**src/hdl/kwd_pkg.sv**
```systemverilog
// Constants, register map and ratio decode for the keyed watchdog
// Assumes a single system clock and a slow oscillator sampled as a pin
// Function
// - Counter runs from the slow internal oscillator, dividing by two to the 8..18.
// - Select codes 000..110 give 2^8,2^10,2^12,2^14,2^15,2^16,2^17 cycles.
// - Key 10101 disables the watchdog, key 01010 enables it.
// - Any other key resets the device after 2 to 3 oscillator cycles.
// - A key reset sets bit 0 of the reset cause register.
// - That flag stays set until software writes 0 to it.
// - Control resets to key 01010 and select 011.
// - Timeout while running resets the device and sets the timeout flag.
// - Timeout asleep sets the flag and resets only program counter and stack pointer.
// - Key reset, clear instruction or halt clears the counter.
// - Upper four bits of the reset cause register read as zero.
// - Halt clears the counter, which then runs only if enabled.
package kwd_pkg;
	localparam int          ADDR_W        = 8;
	localparam int          CNT_W         = 18;
	localparam logic [7:0]  OFF_CTRL      = 8'h00;
	localparam logic [7:0]  OFF_CAUSE     = 8'h04;
	localparam logic [7:0]  OFF_ISTAT     = 8'h08;
	localparam logic [7:0]  OFF_IMASK     = 8'h0C;
	localparam logic [7:0]  OFF_STATUS    = 8'h10;
	localparam logic [7:0]  OFF_COUNT     = 8'h14;
	localparam logic [7:0]  CTRL_RST      = 8'h53;
	localparam int          KEY_LSB       = 3;
	localparam logic [4:0]  KEY_ENABLE    = 5'h0A;
	localparam logic [4:0]  KEY_DISABLE   = 5'h15;
	localparam int          CAUSE_KEY_BIT = 0;
	localparam int          IRQ_TIMEOUT   = 0;
	localparam int          IRQ_KEYRST    = 1;
	localparam int          IRQ_W         = 2;
	localparam logic [1:0]  KEY_FIRE_TICK = 2'h2;
	localparam logic [1:0]  RESP_OKAY     = 2'h0;
	localparam logic [1:0]  RESP_SLVERR   = 2'h2;

	// Terminal count, ratio minus one, for a select code
	function automatic logic [17:0] ratio_m1(input logic [2:0] sel);
		logic [4:0] sh;
		sh = 5'd18;
		unique case (sel)
			3'h0: sh = 5'd8;
			3'h1: sh = 5'd10;
			3'h2: sh = 5'd12;
			3'h3: sh = 5'd14;
			3'h4: sh = 5'd15;
			3'h5: sh = 5'd16;
			3'h6: sh = 5'd17;
			3'h7: sh = 5'd18;
		endcase
		ratio_m1 = 18'((19'h0_0001 << sh) - 19'h0_0001);
	endfunction
endpackage

```
**src/hdl/kwd_cnt_if.sv**
```systemverilog
// Bundle between watchdog control, oscillator tick and divider counter
// Assumes all members are on the system clock
`timescale 1ns/1ps
`default_nettype none
interface kwd_cnt_if;
	logic        tick;
	logic        run;
	logic        clear;
	logic [2:0]  sel;
	logic        expire;
	logic [17:0] count;
	modport src (output tick);
	modport cnt (input tick, input run, input clear, input sel, output expire, output count);
	modport ctl (input tick, output run, output clear, output sel, input expire, input count);
endinterface
`default_nettype wire

```
**src/hdl/kwd_low_speed_internal_osc_tick.sv**
```systemverilog
// Turns the slow oscillator pin into one system-clock tick per rising edge
// Assumes the oscillator is far slower than the system clock
`timescale 1ns/1ps
`default_nettype none
module kwd_low_speed_internal_osc_tick (
	input  wire logic clk_sys_i,
	input  wire logic sys_rst_i,
	input  wire logic low_speed_internal_osc_clk_i,
	kwd_cnt_if.src    tk
);
	logic sync1_q;
	logic sync2_q;
	logic prev_q;
	logic tick_q;

	always_ff @(posedge clk_sys_i or posedge sys_rst_i) begin
		if (sys_rst_i) begin
			sync1_q <= 1'b0;
			sync2_q <= 1'b0;
			prev_q  <= 1'b0;
			tick_q  <= 1'b0;
		end else begin
			sync1_q <= low_speed_internal_osc_clk_i;
			sync2_q <= sync1_q;
			prev_q  <= sync2_q;
			tick_q  <= sync2_q & ~prev_q;
		end
	end

	assign tk.tick = tick_q;
endmodule // kwd_low_speed_internal_osc_tick
`default_nettype wire

```
**src/hdl/kwd_div_counter.sv**
```systemverilog
// Watchdog divider: counts oscillator ticks up to the selected ratio
// Assumes clear and run come from the control logic on the same clock
`timescale 1ns/1ps
`default_nettype none
module kwd_div_counter (
	input  wire logic clk_sys_i,
	input  wire logic sys_rst_i,
	kwd_cnt_if.cnt    dc
);
	logic [17:0] cnt_q;
	logic [17:0] cnt_d;
	logic        exp_q;
	wire  [17:0] term = kwd_pkg::ratio_m1(dc.sel);
	wire         hit  = dc.tick & dc.run & (cnt_q >= term);

	// Compare with >= so a shorter select taken mid-count still expires
	assign cnt_d = dc.clear ? 18'h0_0000 :
	               hit ? 18'h0_0000 :
	               (dc.tick & dc.run) ? cnt_q + 18'h0_0001 : cnt_q;

	always_ff @(posedge clk_sys_i or posedge sys_rst_i) begin
		if (sys_rst_i) begin
			cnt_q <= 18'h0_0000;
			exp_q <= 1'b0;
		end else begin
			cnt_q <= cnt_d;
			exp_q <= hit & ~dc.clear;
		end
	end

	assign dc.count  = cnt_q;
	assign dc.expire = exp_q;
endmodule // kwd_div_counter
`default_nettype wire

```
**src/hdl/kwd_top.sv**
```systemverilog
// Keyed watchdog: key guard, reset outputs, flags and AXI4-Lite registers
// Assumes CPU strobes are one-cycle pulses on clk_sys_i; oscillator is a pin
//
// Added by the designer: the AXI4-Lite register port and the address map.
`timescale 1ns/1ps
`default_nettype none
module kwd_top (
	input  wire logic        clk_sys_i,
	input  wire logic        sys_rst_i,
	input  wire logic        low_speed_internal_osc_clk_i,
	input  wire logic        clear_watchdog_instruction_i,
	input  wire logic        halt_i,
	input  wire logic        sleep_i,
	output logic             dev_reset_o,
	output logic             pc_sp_reset_o,
	output logic             timeout_status_flag_o,
	output logic             irq_o,
	input  wire logic [7:0]  s_axi_awaddr,
	input  wire logic [2:0]  s_axi_awprot,
	input  wire logic        s_axi_awvalid,
	output logic             s_axi_awready,
	input  wire logic [31:0] s_axi_wdata,
	input  wire logic [3:0]  s_axi_wstrb,
	input  wire logic        s_axi_wvalid,
	output logic             s_axi_wready,
	output logic [1:0]       s_axi_bresp,
	output logic             s_axi_bvalid,
	input  wire logic        s_axi_bready,
	input  wire logic [7:0]  s_axi_araddr,
	input  wire logic [2:0]  s_axi_arprot,
	input  wire logic        s_axi_arvalid,
	output logic             s_axi_arready,
	output logic [31:0]      s_axi_rdata,
	output logic [1:0]       s_axi_rresp,
	output logic             s_axi_rvalid,
	input  wire logic        s_axi_rready
);
	kwd_cnt_if cif ();

	kwd_low_speed_internal_osc_tick u_tick (
		.clk_sys_i  (clk_sys_i),
		.sys_rst_i  (sys_rst_i),
		.low_speed_internal_osc_clk_i (low_speed_internal_osc_clk_i),
		.tk         (cif)
	);

	kwd_div_counter u_div (
		.clk_sys_i (clk_sys_i),
		.sys_rst_i (sys_rst_i),
		.dc        (cif)
	);

	// Control state
	logic [7:0]  ctrl_q;
	logic        key_flag_q;
	logic        to_flag_q;
	logic [1:0]  istat_q;
	logic [1:0]  imask_q;
	logic        irq_q;
	logic        pend_q;
	logic [1:0]  pend_ticks_q;
	logic        dev_rst_q;
	logic        pcsp_rst_q;

	// Bus state
	logic        awrdy_q;
	logic        wrdy_q;
	logic        aw_got_q;
	logic        w_got_q;
	logic [7:0]  waddr_q;
	logic [31:0] wdata_q;
	logic [3:0]  wstrb_q;
	logic        bvalid_q;
	logic [1:0]  bresp_q;
	logic        arrdy_q;
	logic [7:0]  raddr_q;
	logic        rvalid_q;
	logic [31:0] rdata_q;
	logic [1:0]  rresp_q;

	// Key decode
	wire [4:0] key       = ctrl_q[7:kwd_pkg::KEY_LSB];
	wire       key_en    = (key == kwd_pkg::KEY_ENABLE);
	wire       key_dis   = (key == kwd_pkg::KEY_DISABLE);
	wire       key_bad   = ~key_en & ~key_dis;
	wire       key_fire  = pend_q & cif.tick & (pend_ticks_q == kwd_pkg::KEY_FIRE_TICK);
	wire       to_wake   = cif.expire & ~sleep_i;
	wire       to_sleep  = cif.expire & sleep_i;
	wire       dev_fire  = key_fire | to_wake;

	assign cif.sel   = ctrl_q[2:0];
	assign cif.run   = key_en & ~pend_q;
	assign cif.clear = key_fire | clear_watchdog_instruction_i | halt_i;

	// Write decode
	wire       wr_go     = aw_got_q & w_got_q & ~bvalid_q;
	wire       wr_lane0  = wr_go & wstrb_q[0];
	wire       wr_ctrl   = wr_lane0 & (waddr_q == kwd_pkg::OFF_CTRL);
	wire       wr_cause  = wr_lane0 & (waddr_q == kwd_pkg::OFF_CAUSE);
	wire       wr_istat  = wr_lane0 & (waddr_q == kwd_pkg::OFF_ISTAT);
	wire       wr_imask  = wr_lane0 & (waddr_q == kwd_pkg::OFF_IMASK);
	wire       cause_clr = wr_cause & ~wdata_q[kwd_pkg::CAUSE_KEY_BIT];
	wire       wr_hit    = (waddr_q == kwd_pkg::OFF_CTRL) | (waddr_q == kwd_pkg::OFF_CAUSE) |
	                       (waddr_q == kwd_pkg::OFF_ISTAT) | (waddr_q == kwd_pkg::OFF_IMASK) |
	                       (waddr_q == kwd_pkg::OFF_STATUS) | (waddr_q == kwd_pkg::OFF_COUNT);

	// Read decode
	wire       rd_go     = s_axi_arvalid & arrdy_q;
	// Low address bits ignored on reads as on writes
	wire [7:0] rd_addr   = {s_axi_araddr[7:2], 2'b00};
	logic [31:0] rd_val;
	logic        rd_hit;
	always_comb begin
		rd_val = 32'h0000_0000;
		rd_hit = 1'b1;
		unique case (rd_addr)
			kwd_pkg::OFF_CTRL:   rd_val[7:0] = ctrl_q;
			kwd_pkg::OFF_CAUSE:  rd_val[kwd_pkg::CAUSE_KEY_BIT] = key_flag_q;
			kwd_pkg::OFF_ISTAT:  rd_val[1:0] = istat_q;
			kwd_pkg::OFF_IMASK:  rd_val[1:0] = imask_q;
			kwd_pkg::OFF_STATUS: rd_val[3:0] = {key_dis, key_en, pend_q, to_flag_q};
			kwd_pkg::OFF_COUNT:  rd_val[17:0] = cif.count;
			default:             rd_hit = 1'b0;
		endcase
	end

	// Interrupt status next value; hardware set wins over software clear
	wire [1:0] ev      = {key_fire, cif.expire};
	wire [1:0] istat_d = (istat_q & ~(wr_istat ? wdata_q[1:0] : 2'h0)) | ev;

	// Key guard and control register
	always_ff @(posedge clk_sys_i or posedge sys_rst_i) begin
		if (sys_rst_i) begin
			ctrl_q       <= kwd_pkg::CTRL_RST;
			pend_q       <= 1'b0;
			pend_ticks_q <= 2'h0;
		end else begin
			if (dev_fire) begin
				// Device reset returns control to its power-on value
				ctrl_q <= kwd_pkg::CTRL_RST;
			end else if (wr_ctrl) begin
				ctrl_q <= wdata_q[7:0];
			end
			if (key_fire) begin
				pend_q       <= 1'b0;
				pend_ticks_q <= 2'h0;
			end else if (!pend_q && key_bad) begin
				// Once armed the reset is not withdrawn by a later good key
				pend_q       <= 1'b1;
				pend_ticks_q <= 2'h0;
			end else if (pend_q && cif.tick) begin
				pend_ticks_q <= pend_ticks_q + 2'h1;
			end
		end
	end

	// Flags and reset pulses
	always_ff @(posedge clk_sys_i or posedge sys_rst_i) begin
		if (sys_rst_i) begin
			key_flag_q <= 1'b0;
			to_flag_q  <= 1'b0;
			istat_q    <= 2'h0;
			imask_q    <= 2'h0;
			irq_q      <= 1'b0;
			dev_rst_q  <= 1'b0;
			pcsp_rst_q <= 1'b0;
		end else begin
			key_flag_q <= key_fire | (key_flag_q & ~cause_clr);
			// Halt clears the timeout flag unless a timeout lands with it
			to_flag_q  <= cif.expire | (to_flag_q & ~halt_i);
			istat_q    <= istat_d;
			if (wr_imask) begin
				imask_q <= wdata_q[1:0];
			end
			irq_q      <= |(istat_d & (wr_imask ? wdata_q[1:0] : imask_q));
			dev_rst_q  <= dev_fire;
			pcsp_rst_q <= to_sleep;
		end
	end

	// AXI4-Lite write channel: address and data taken in either order
	always_ff @(posedge clk_sys_i or posedge sys_rst_i) begin
		if (sys_rst_i) begin
			awrdy_q  <= 1'b0;
			wrdy_q   <= 1'b0;
			aw_got_q <= 1'b0;
			w_got_q  <= 1'b0;
			waddr_q  <= 8'h00;
			wdata_q  <= 32'h0000_0000;
			wstrb_q  <= 4'h0;
			bvalid_q <= 1'b0;
			bresp_q  <= kwd_pkg::RESP_OKAY;
		end else begin
			awrdy_q <= ~aw_got_q & ~awrdy_q & s_axi_awvalid & ~bvalid_q;
			wrdy_q  <= ~w_got_q & ~wrdy_q & s_axi_wvalid & ~bvalid_q;
			if (awrdy_q && s_axi_awvalid) begin
				aw_got_q <= 1'b1;
				waddr_q  <= {s_axi_awaddr[7:2], 2'b00};
			end
			if (wrdy_q && s_axi_wvalid) begin
				w_got_q <= 1'b1;
				wdata_q <= s_axi_wdata;
				wstrb_q <= s_axi_wstrb;
			end
			if (wr_go) begin
				aw_got_q <= 1'b0;
				w_got_q  <= 1'b0;
				bvalid_q <= 1'b1;
				bresp_q  <= wr_hit ? kwd_pkg::RESP_OKAY : kwd_pkg::RESP_SLVERR;
			end else if (bvalid_q && s_axi_bready) begin
				bvalid_q <= 1'b0;
			end
		end
	end

	// AXI4-Lite read channel: one read in flight, data sampled at acceptance
	always_ff @(posedge clk_sys_i or posedge sys_rst_i) begin
		if (sys_rst_i) begin
			arrdy_q  <= 1'b0;
			raddr_q  <= 8'h00;
			rvalid_q <= 1'b0;
			rdata_q  <= 32'h0000_0000;
			rresp_q  <= kwd_pkg::RESP_OKAY;
		end else begin
			arrdy_q <= ~arrdy_q & ~rvalid_q & s_axi_arvalid;
			if (rd_go) begin
				raddr_q  <= {s_axi_araddr[7:2], 2'b00};
				rvalid_q <= 1'b1;
				rdata_q  <= rd_val;
				rresp_q  <= rd_hit ? kwd_pkg::RESP_OKAY : kwd_pkg::RESP_SLVERR;
			end else if (rvalid_q && s_axi_rready) begin
				rvalid_q <= 1'b0;
			end
		end
	end

	assign dev_reset_o           = dev_rst_q;
	assign pc_sp_reset_o         = pcsp_rst_q;
	assign timeout_status_flag_o = to_flag_q;
	assign irq_o                 = irq_q;
	assign s_axi_awready         = awrdy_q;
	assign s_axi_wready          = wrdy_q;
	assign s_axi_bvalid          = bvalid_q;
	assign s_axi_bresp           = bresp_q;
	assign s_axi_arready         = arrdy_q;
	assign s_axi_rvalid          = rvalid_q;
	assign s_axi_rdata           = rdata_q;
	assign s_axi_rresp           = rresp_q;

	// Ticks seen while a key reset is armed; real tick spacing overflows any delay range
	logic [2:0] pend_tk_q;
	always_ff @(posedge clk_sys_i or posedge sys_rst_i) begin
		if (sys_rst_i) begin
			pend_tk_q <= 3'h0;
		end else if (!pend_q) begin
			pend_tk_q <= 3'h0;
		end else if (cif.tick && pend_tk_q != 3'h7) begin
			pend_tk_q <= pend_tk_q + 3'h1;
		end
	end
endmodule // kwd_top
`default_nettype wire

```
**config.mk**
```make
export PLATFORM = sky130hd
export DESIGN_NAME = kwd_top
export DESIGN_NICKNAME = d
export VERILOG_FILES = /design/src/hdl/kwd_pkg.sv /design/src/hdl/kwd_cnt_if.sv /design/src/hdl/kwd_low_speed_internal_osc_tick.sv /design/src/hdl/kwd_div_counter.sv /design/src/hdl/kwd_top.sv
export SDC_FILE = /design/constraint.sdc
export NUM_CORES = 1
export LEC_CHECK = 0
export BUFFER_PORTS_ARGS = -buffer_cell sky130_fd_sc_hd__clkbuf_2
export CELL_PAD_IN_SITES_DETAIL_PLACEMENT = 1
export CELL_PAD_IN_SITES_GLOBAL_PLACEMENT = 1
export CORE_UTILIZATION = 41
export DETAILED_ROUTE_END_ITERATION = 7
export HOLD_SLACK_MARGIN = 0.02
export PLACE_DENSITY = 0.86
export SLEW_MARGIN = 20
export SYNTH_ARGS = -nofsm -noshare
export SYNTH_HDL_FRONTEND = slang
export SYNTH_SLANG_ARGS = --single-unit
```
**constraint.sdc**
```tcl
create_clock -name clk_sys_i -period 3.4 [get_ports clk_sys_i]
set_input_delay 0.51 -clock clk_sys_i [delete_from_list [all_inputs] [get_ports clk_sys_i]]
set_output_delay 0.51 -clock clk_sys_i [all_outputs]
set_load 0.01 [all_outputs]
```
# == Yosys cells after proc, flatten, opt, wreduce, memory -nomap -nowiden ==
# Memories as Yosys holds them, arrays and structs flattened.
# Cells that the tools add are included.
# word_totals
elab_cells,154
output_inout_bits,45
ramBits,0
regBits,87
rom_bits,40
latch_bits,0
mem_count,1
# mem_list
name,depth,width,read_ports,rd_ports_with_merged_regs,write_ports,line_no,source
(name not given),8,5,1,0,0,kwd_pkg.sv:41,unique case (sel)
# classes
bitwise,59
div,0
n_reduce_logical,19
mux,28
add_sub_neg,3
multipliers,0
n_lt_le_gt_ge,1
n_shift,1
eq_ne,13
# op_table
cell,count
2-to-1 mux 18 bit,3
bitwise AND 1 bit,29
== test 6 x 2 -> 1 bit (second input constant),4
== test 6 x 3 -> 1 bit (second input constant),4
adder 18 x 1 -> 18 bit (second input constant),1
>= comparator 18 bit,1
left shift 1 x 5 -> 18 bit (first input constant),1
subtractor 18 x 1 -> 18 bit (second input constant),1
logical NOT 8 bit,2
2-to-1 mux 8 bit,2
inverter 1 bit,16
2-to-1 mux 2 bit,7
== test 6 x 1 -> 1 bit (second input constant),2
nonzero test 2 bit,6
2-to-1 mux 1 bit,11
2-to-1 mux 10 bit,1
bitwise OR 1 bit,10
case mux 4 bit (2 select lines),1
logical AND 1 bit,6
case mux 1 bit (6 select lines),1
case mux 2 bit (3 select lines),1
nonzero test 3 bit,2
OR reduction 6 bit,1
== test 5 x 4 -> 1 bit (second input constant),1
9 further kinds,10

# == Logic depth before layout (Yosys ltp) ==
# logic_depth
word_depth,10
ltp_mapped,14
depth_no_buf,12

# == Hierarchy ==
# Synthesis repeated with hierarchy kept, for this count alone.
# hier_totals
cells_unflattened,439
area_unflattened_um2,4413.0
# by_module_without_submodules
module,area_each_um2,instances,cells_per_inst,seq_area_each_um2
kwd_top,2782.7,1,251,1556.5
kwd_div_counter,1512.7,1,182,475.5
kwd_low_speed_internal_osc_tick,117.6,1,6,100.1

# == Worst setup path after synthesis ==
# OpenSTA, ideal clock, no wires.
# synth_path
path_type,reg2reg
from,register ctrl_q[1]
to,"register u_div.cnt_q[0], in the netlist u_div.dc.count[0]"
t_arrival_ns,2.829
setup_slack_ns,0.494
stages_incl_launch_ff,14
path_cell_list,dfstp_2 clkbuf_1 inv_1 ha_1 nand2_1 xnor2_1 nand2_1 ha_1 nand4_1 nor2_1 nor4_2 clkbuf_1 nand3_1 o21ai_1
# synth_between
elab_chain_len,7
# synth_rtl
element,line_no,source
"start, declared",kwd_top.sv:54,logic [7:0] ctrl_q;
"start signal, assigned",kwd_top.sv:134,ctrl_q <= kwd_pkg::CTRL_RST;
"start signal, assigned",kwd_top.sv:140,ctrl_q <= kwd_pkg::CTRL_RST;
"start signal, assigned",kwd_top.sv:142,ctrl_q <= wdata_q[7:0];
memory (8 x 5 bit) (*),--,
left shift 1 x 5 -> 18 bit (*),kwd_pkg.sv:51,ratio_m1 = 18'((19'h0_0001 << sh) - 19'h0_0001);
subtractor 18 x 1 -> 18 bit (*),kwd_pkg.sv:51,
>= comparator 18 bit (*),kwd_div_counter.sv:14,wire hit = dc.tick & dc.run & (cnt_q >= term);
bitwise AND 1 bit (*),kwd_div_counter.sv:14,
2-to-1 mux 18 bit,kwd_div_counter.sv:18,hit ? 18'h0_0000 :
2-to-1 mux 18 bit,kwd_div_counter.sv:17,assign cnt_d = dc.clear ? 18'h0_0000 :
"end signal, assigned",kwd_div_counter.sv:26,cnt_q <= cnt_d;
"end, declared",kwd_div_counter.sv:10,logic [17:0] cnt_q;
# Every way passes the cells marked *; elsewhere a longest branch is shown, timed or not.
# A chain may end at the register's enable or synchronous reset.

# == Final worst setup path ==
# layout_path
from,register ctrl_q[1]
to,"register u_div.cnt_q[13], in the netlist u_div.dc.count[13]"
# The elaborated chain is that of the path after synthesis.

==> impl_results.md <==
- Die Wd: 106.6 µm
- Start-to-end type of the worst setup path: register to register
- Unique cell type count in the Yosys netlist: 73
- Growth of design area from synthesis to finish: 12.69%
- Met2 WL: 5.748 mm
- Wirelength, routed: 11.30 mm
- Top_reg_cell synth: dfrtp_1
- Class of the tightest hold or removal check: input pin to asynchronous set/reset pin
- Insertion delay to the later sink of the worst-skew pair: 0.37 ns
- Via density: 5.500
- Number of post-CTS setup repair buffers: 0
- Setup repair after global routing missed its margin: false
- Maximum number of pins on one net before global-route repair: 32
- Starting DRT DRC Count: 162
- Wire length on met3: 483 µm
- Register Area: 2132 µm²
- CTS tree: built
- Gr usage total: 21.45%
- Largest fanout on the critical path: 8
- Number of cell rows: 37
- Endpoints failing setup: 0
- Number of buffers created by CTS: 9
- Largest voltage drop on the vdd net: 406.6 µV
- Portion of the clock cycle consumed by the worst path in the final layout: 93.58%
- Final critical-path required period: 3.182 ns
- Overall overflow remaining after global route: 0
- Placer congestion estimate: 0.8133
- Number of global-route vias before repair: 3748
- Area share of the largest cell type after synthesis: 45.19%
- Maximum clock frequency: 314.3 MHz
- Antenna violations before repair: 0
- Count of synthesis-stage warnings from yosys: 0
- Average wire per standard cell: 17.65 µm
- Seq/Total Area, Yosys: 47.53%
- Number of instances resized during post-cts repair: 0
- Number of filler cells placed in the layout: 1207
- Required time reported for the critical path endpoint: 3.62 ns
- Endpoint type of the worst setup path: register
- Uppermost routed layer: met4
- Number of H-tree branching levels: 3
- Launching element type of the critical path: register
- Clock tree root buffer cell: clkbuf_8
- Pre-antenna DRT Iters: 5
- Hold Worst Slack: 0.1116 ns
- Antenna Cells: 0
- Post-Synthesis Mean Instance Area: 10.31 µm²
- Post-Synthesis Cells: 435
- Most common cell in the netlist: dfrtp_1
- Cell types with the largest area share after synthesis: dfrtp_1 45%, nand2_1 5.0%, ha_1 4.7%, mux2_2 4.3%, nor2_1 2.8%
- Number of input and output port buffers inserted: 60
- Global-route wire length before repair: 18.98 mm
- Most area-hungry cell type in the Yosys netlist: dfrtp_1
- Total vias in the final route: 3520
- Max-capacitance violation count: 0
- Final HPWL DP: 8.337 mm
- Total power density per cell area: 582.6 nW/µm²
- Most frequent cells after synthesis: 81 x dfrtp_1, 60 x nand2_1, 33 x nor2_1, 20 x inv_1
- Metal1 wirelength: 4.883 mm
- Static power due to leakage: 2.358 nW
- Post-layout net count: 585
- Number of flops mapped to enable cells by yosys: 0
- Die Ht: 106.6 µm
- Starting utilization of the core area: 42.87%
- Cts-stage hold buffer count: 0
- Core area: 10460 µm²
- Summed instance area of the synthesized netlist: 4486 µm²
- Antenna viol nets, final: 0
- Final total negative setup slack: 0 ns
- Remaining DRCs: 0
- Worst Tran Pin Value: 0.8438 ns
- Data arrival time of the critical path: 3.40 ns
- Area occupied by multi-input gates: 2141 µm²
- Ratio of cells with drive above 1 in the final layout: 25.79%
- Synth async-reset ratio: 100.0%
- Final number of hold-violating endpoints: 0
- Max Buffers Root-to-Sink: 2
- Synthesis-stage register bit count: 85
- Post-Route Skew: 0.01545 ns
- I/O pin total: 114
- Relative slew slack: 43.61%
- Outcome: completed
- Clk sink count: 85
- Number of pins exceeding their max-slew limit in the final report: 0
- Clock transition at path regs: 0.11 ns
- Die area: 11360 µm²
flip-flops by register name (all words and copies together) (netlist names), 2 cells and up:
name and flops:
u_div.dc.count 18, waddr_q 6, istat_q 2, s_axi_rdata 18
ctrl_q 8, pend_ticks_q 2, wdata_q 8, imask_q 2
placed cells by master, fill, tap and decap left out, types with 7 or more instances in the layout:
| cell type | count |
|---|---|
| inv_1 | 19 |
| ha_1 | 17 |
| clkbuf_2 | 60 |
| xnor2_1 | 7 |
| mux2_2 | 17 |
| nor2_1 | 33 |
| dfrtp_1 | 81 |
| conb_1 | 19 |
| nand2_1 | 60 |
| a221oi_1 | 7 |
| mux2i_1 | 7 |
| o21ai_0 | 15 |
| nor3_2 | 9 |
| nor3_1 | 13 |
| nand3_1 | 8 |
| a21oi_1 | 10 |
| clkbuf_8 | 9 |
cell type report:
class,instances,area share (%)
clock inverters,7,1.312
clock buffers,9,2.450
inverters,22,1.658
repair buffers,65,6.683
well taps,136,3.366
multi-input cells,316,42.35
flip-flops and latches,85,42.18
through the flow:
step | cells | worst slack (ns) | cell area (µm²) | power, mW | util (%)
2_1_floorplan | 453 | 0.4944 | 4553 | 1.994 | -
3_3_place_gp | 624 | 0.5556 | 4865 | 2.176 | 46.50
3_5_place_dp | 624 | 0.3790 | 4865 | 2.249 | 46.50
4_1_cts | 640 | 0.2410 | 5055 | 2.963 | 48.31
5_1_grt | 640 | 0.09153 | 5055 | 3.114 | 48.31
6_report | 640 | 0.2184 | 5055 | 2.945 | 48.31
layer usage:
metal | vias up | track usage [%]
met5 | - | 0
met4 | 0 | 7.534
met3 | 17 | 4.681
met2 | 99 | 36.77
met1 | 1766 | 26.58
li1 | 1638 | -
path summary, 6_finish.rpt:
path	slack [ns]	endpoint	from	cells past startpoint
worst max-delay path	0.22	u_div.dc.count[13]$_DFFE_PP0P_	ctrl_q[1]$_DFFE_PP1P_	11
worst min-delay path	0.11	waddr_q[6]$_DFFE_PP0P_	sys_rst_i	2
worst max register to register	0.22	u_div.dc.count[13]$_DFFE_PP0P_	ctrl_q[1]$_DFFE_PP1P_	11
worst min register to register	0.36	u_tick.sync2_q$_DFF_PP0_	u_tick.sync1_q$_DFF_PP0_	0
max in group asynchronous	2.48	ctrl_q[1]$_DFFE_PP1P_	sys_rst_i	3
min in group clk_sys_i	0.25	u_tick.sync1_q$_DFF_PP0_	low_speed_internal_osc_clk_i	1
power by group:
part           internal [mW]  total (mW)  switching (mW)
sequential              1.25        1.50           0.247
combinational          0.338       0.737           0.398
clock                  0.284       0.706           0.422
total                   1.88        2.95            1.07
kinds of logic after synthesis:
group                    after synthesis  share of synthesized area [%]
buffers and inverters                 52                          6.248
other                                  1                        0.08360
AND/OR/NAND/NOR                      172                          21.70
adder cells (fa/ha/maj)               17                          4.742
multiplexers                          25                          6.081
AO/OA/AOI/OAI                         74                          11.86
XOR/XNOR                               9                          1.757
flip-flops                            85                          47.53
worst max-delay path, stage by stage, from the launching register on:
cell and delay (ns):
dfstp_2 0.66, inv_1 0.13, ha_1 0.37, nand2_1 0.09, xnor2_1 0.17, nand2_1 0.09, ha_1 0.32, nand4_1 0.19
nor2_1 0.21, o2111ai_2 0.30, a21oi_4 0.41, nor3_1 0.11
No activity file was read; power rests on OpenSTA's default activity.
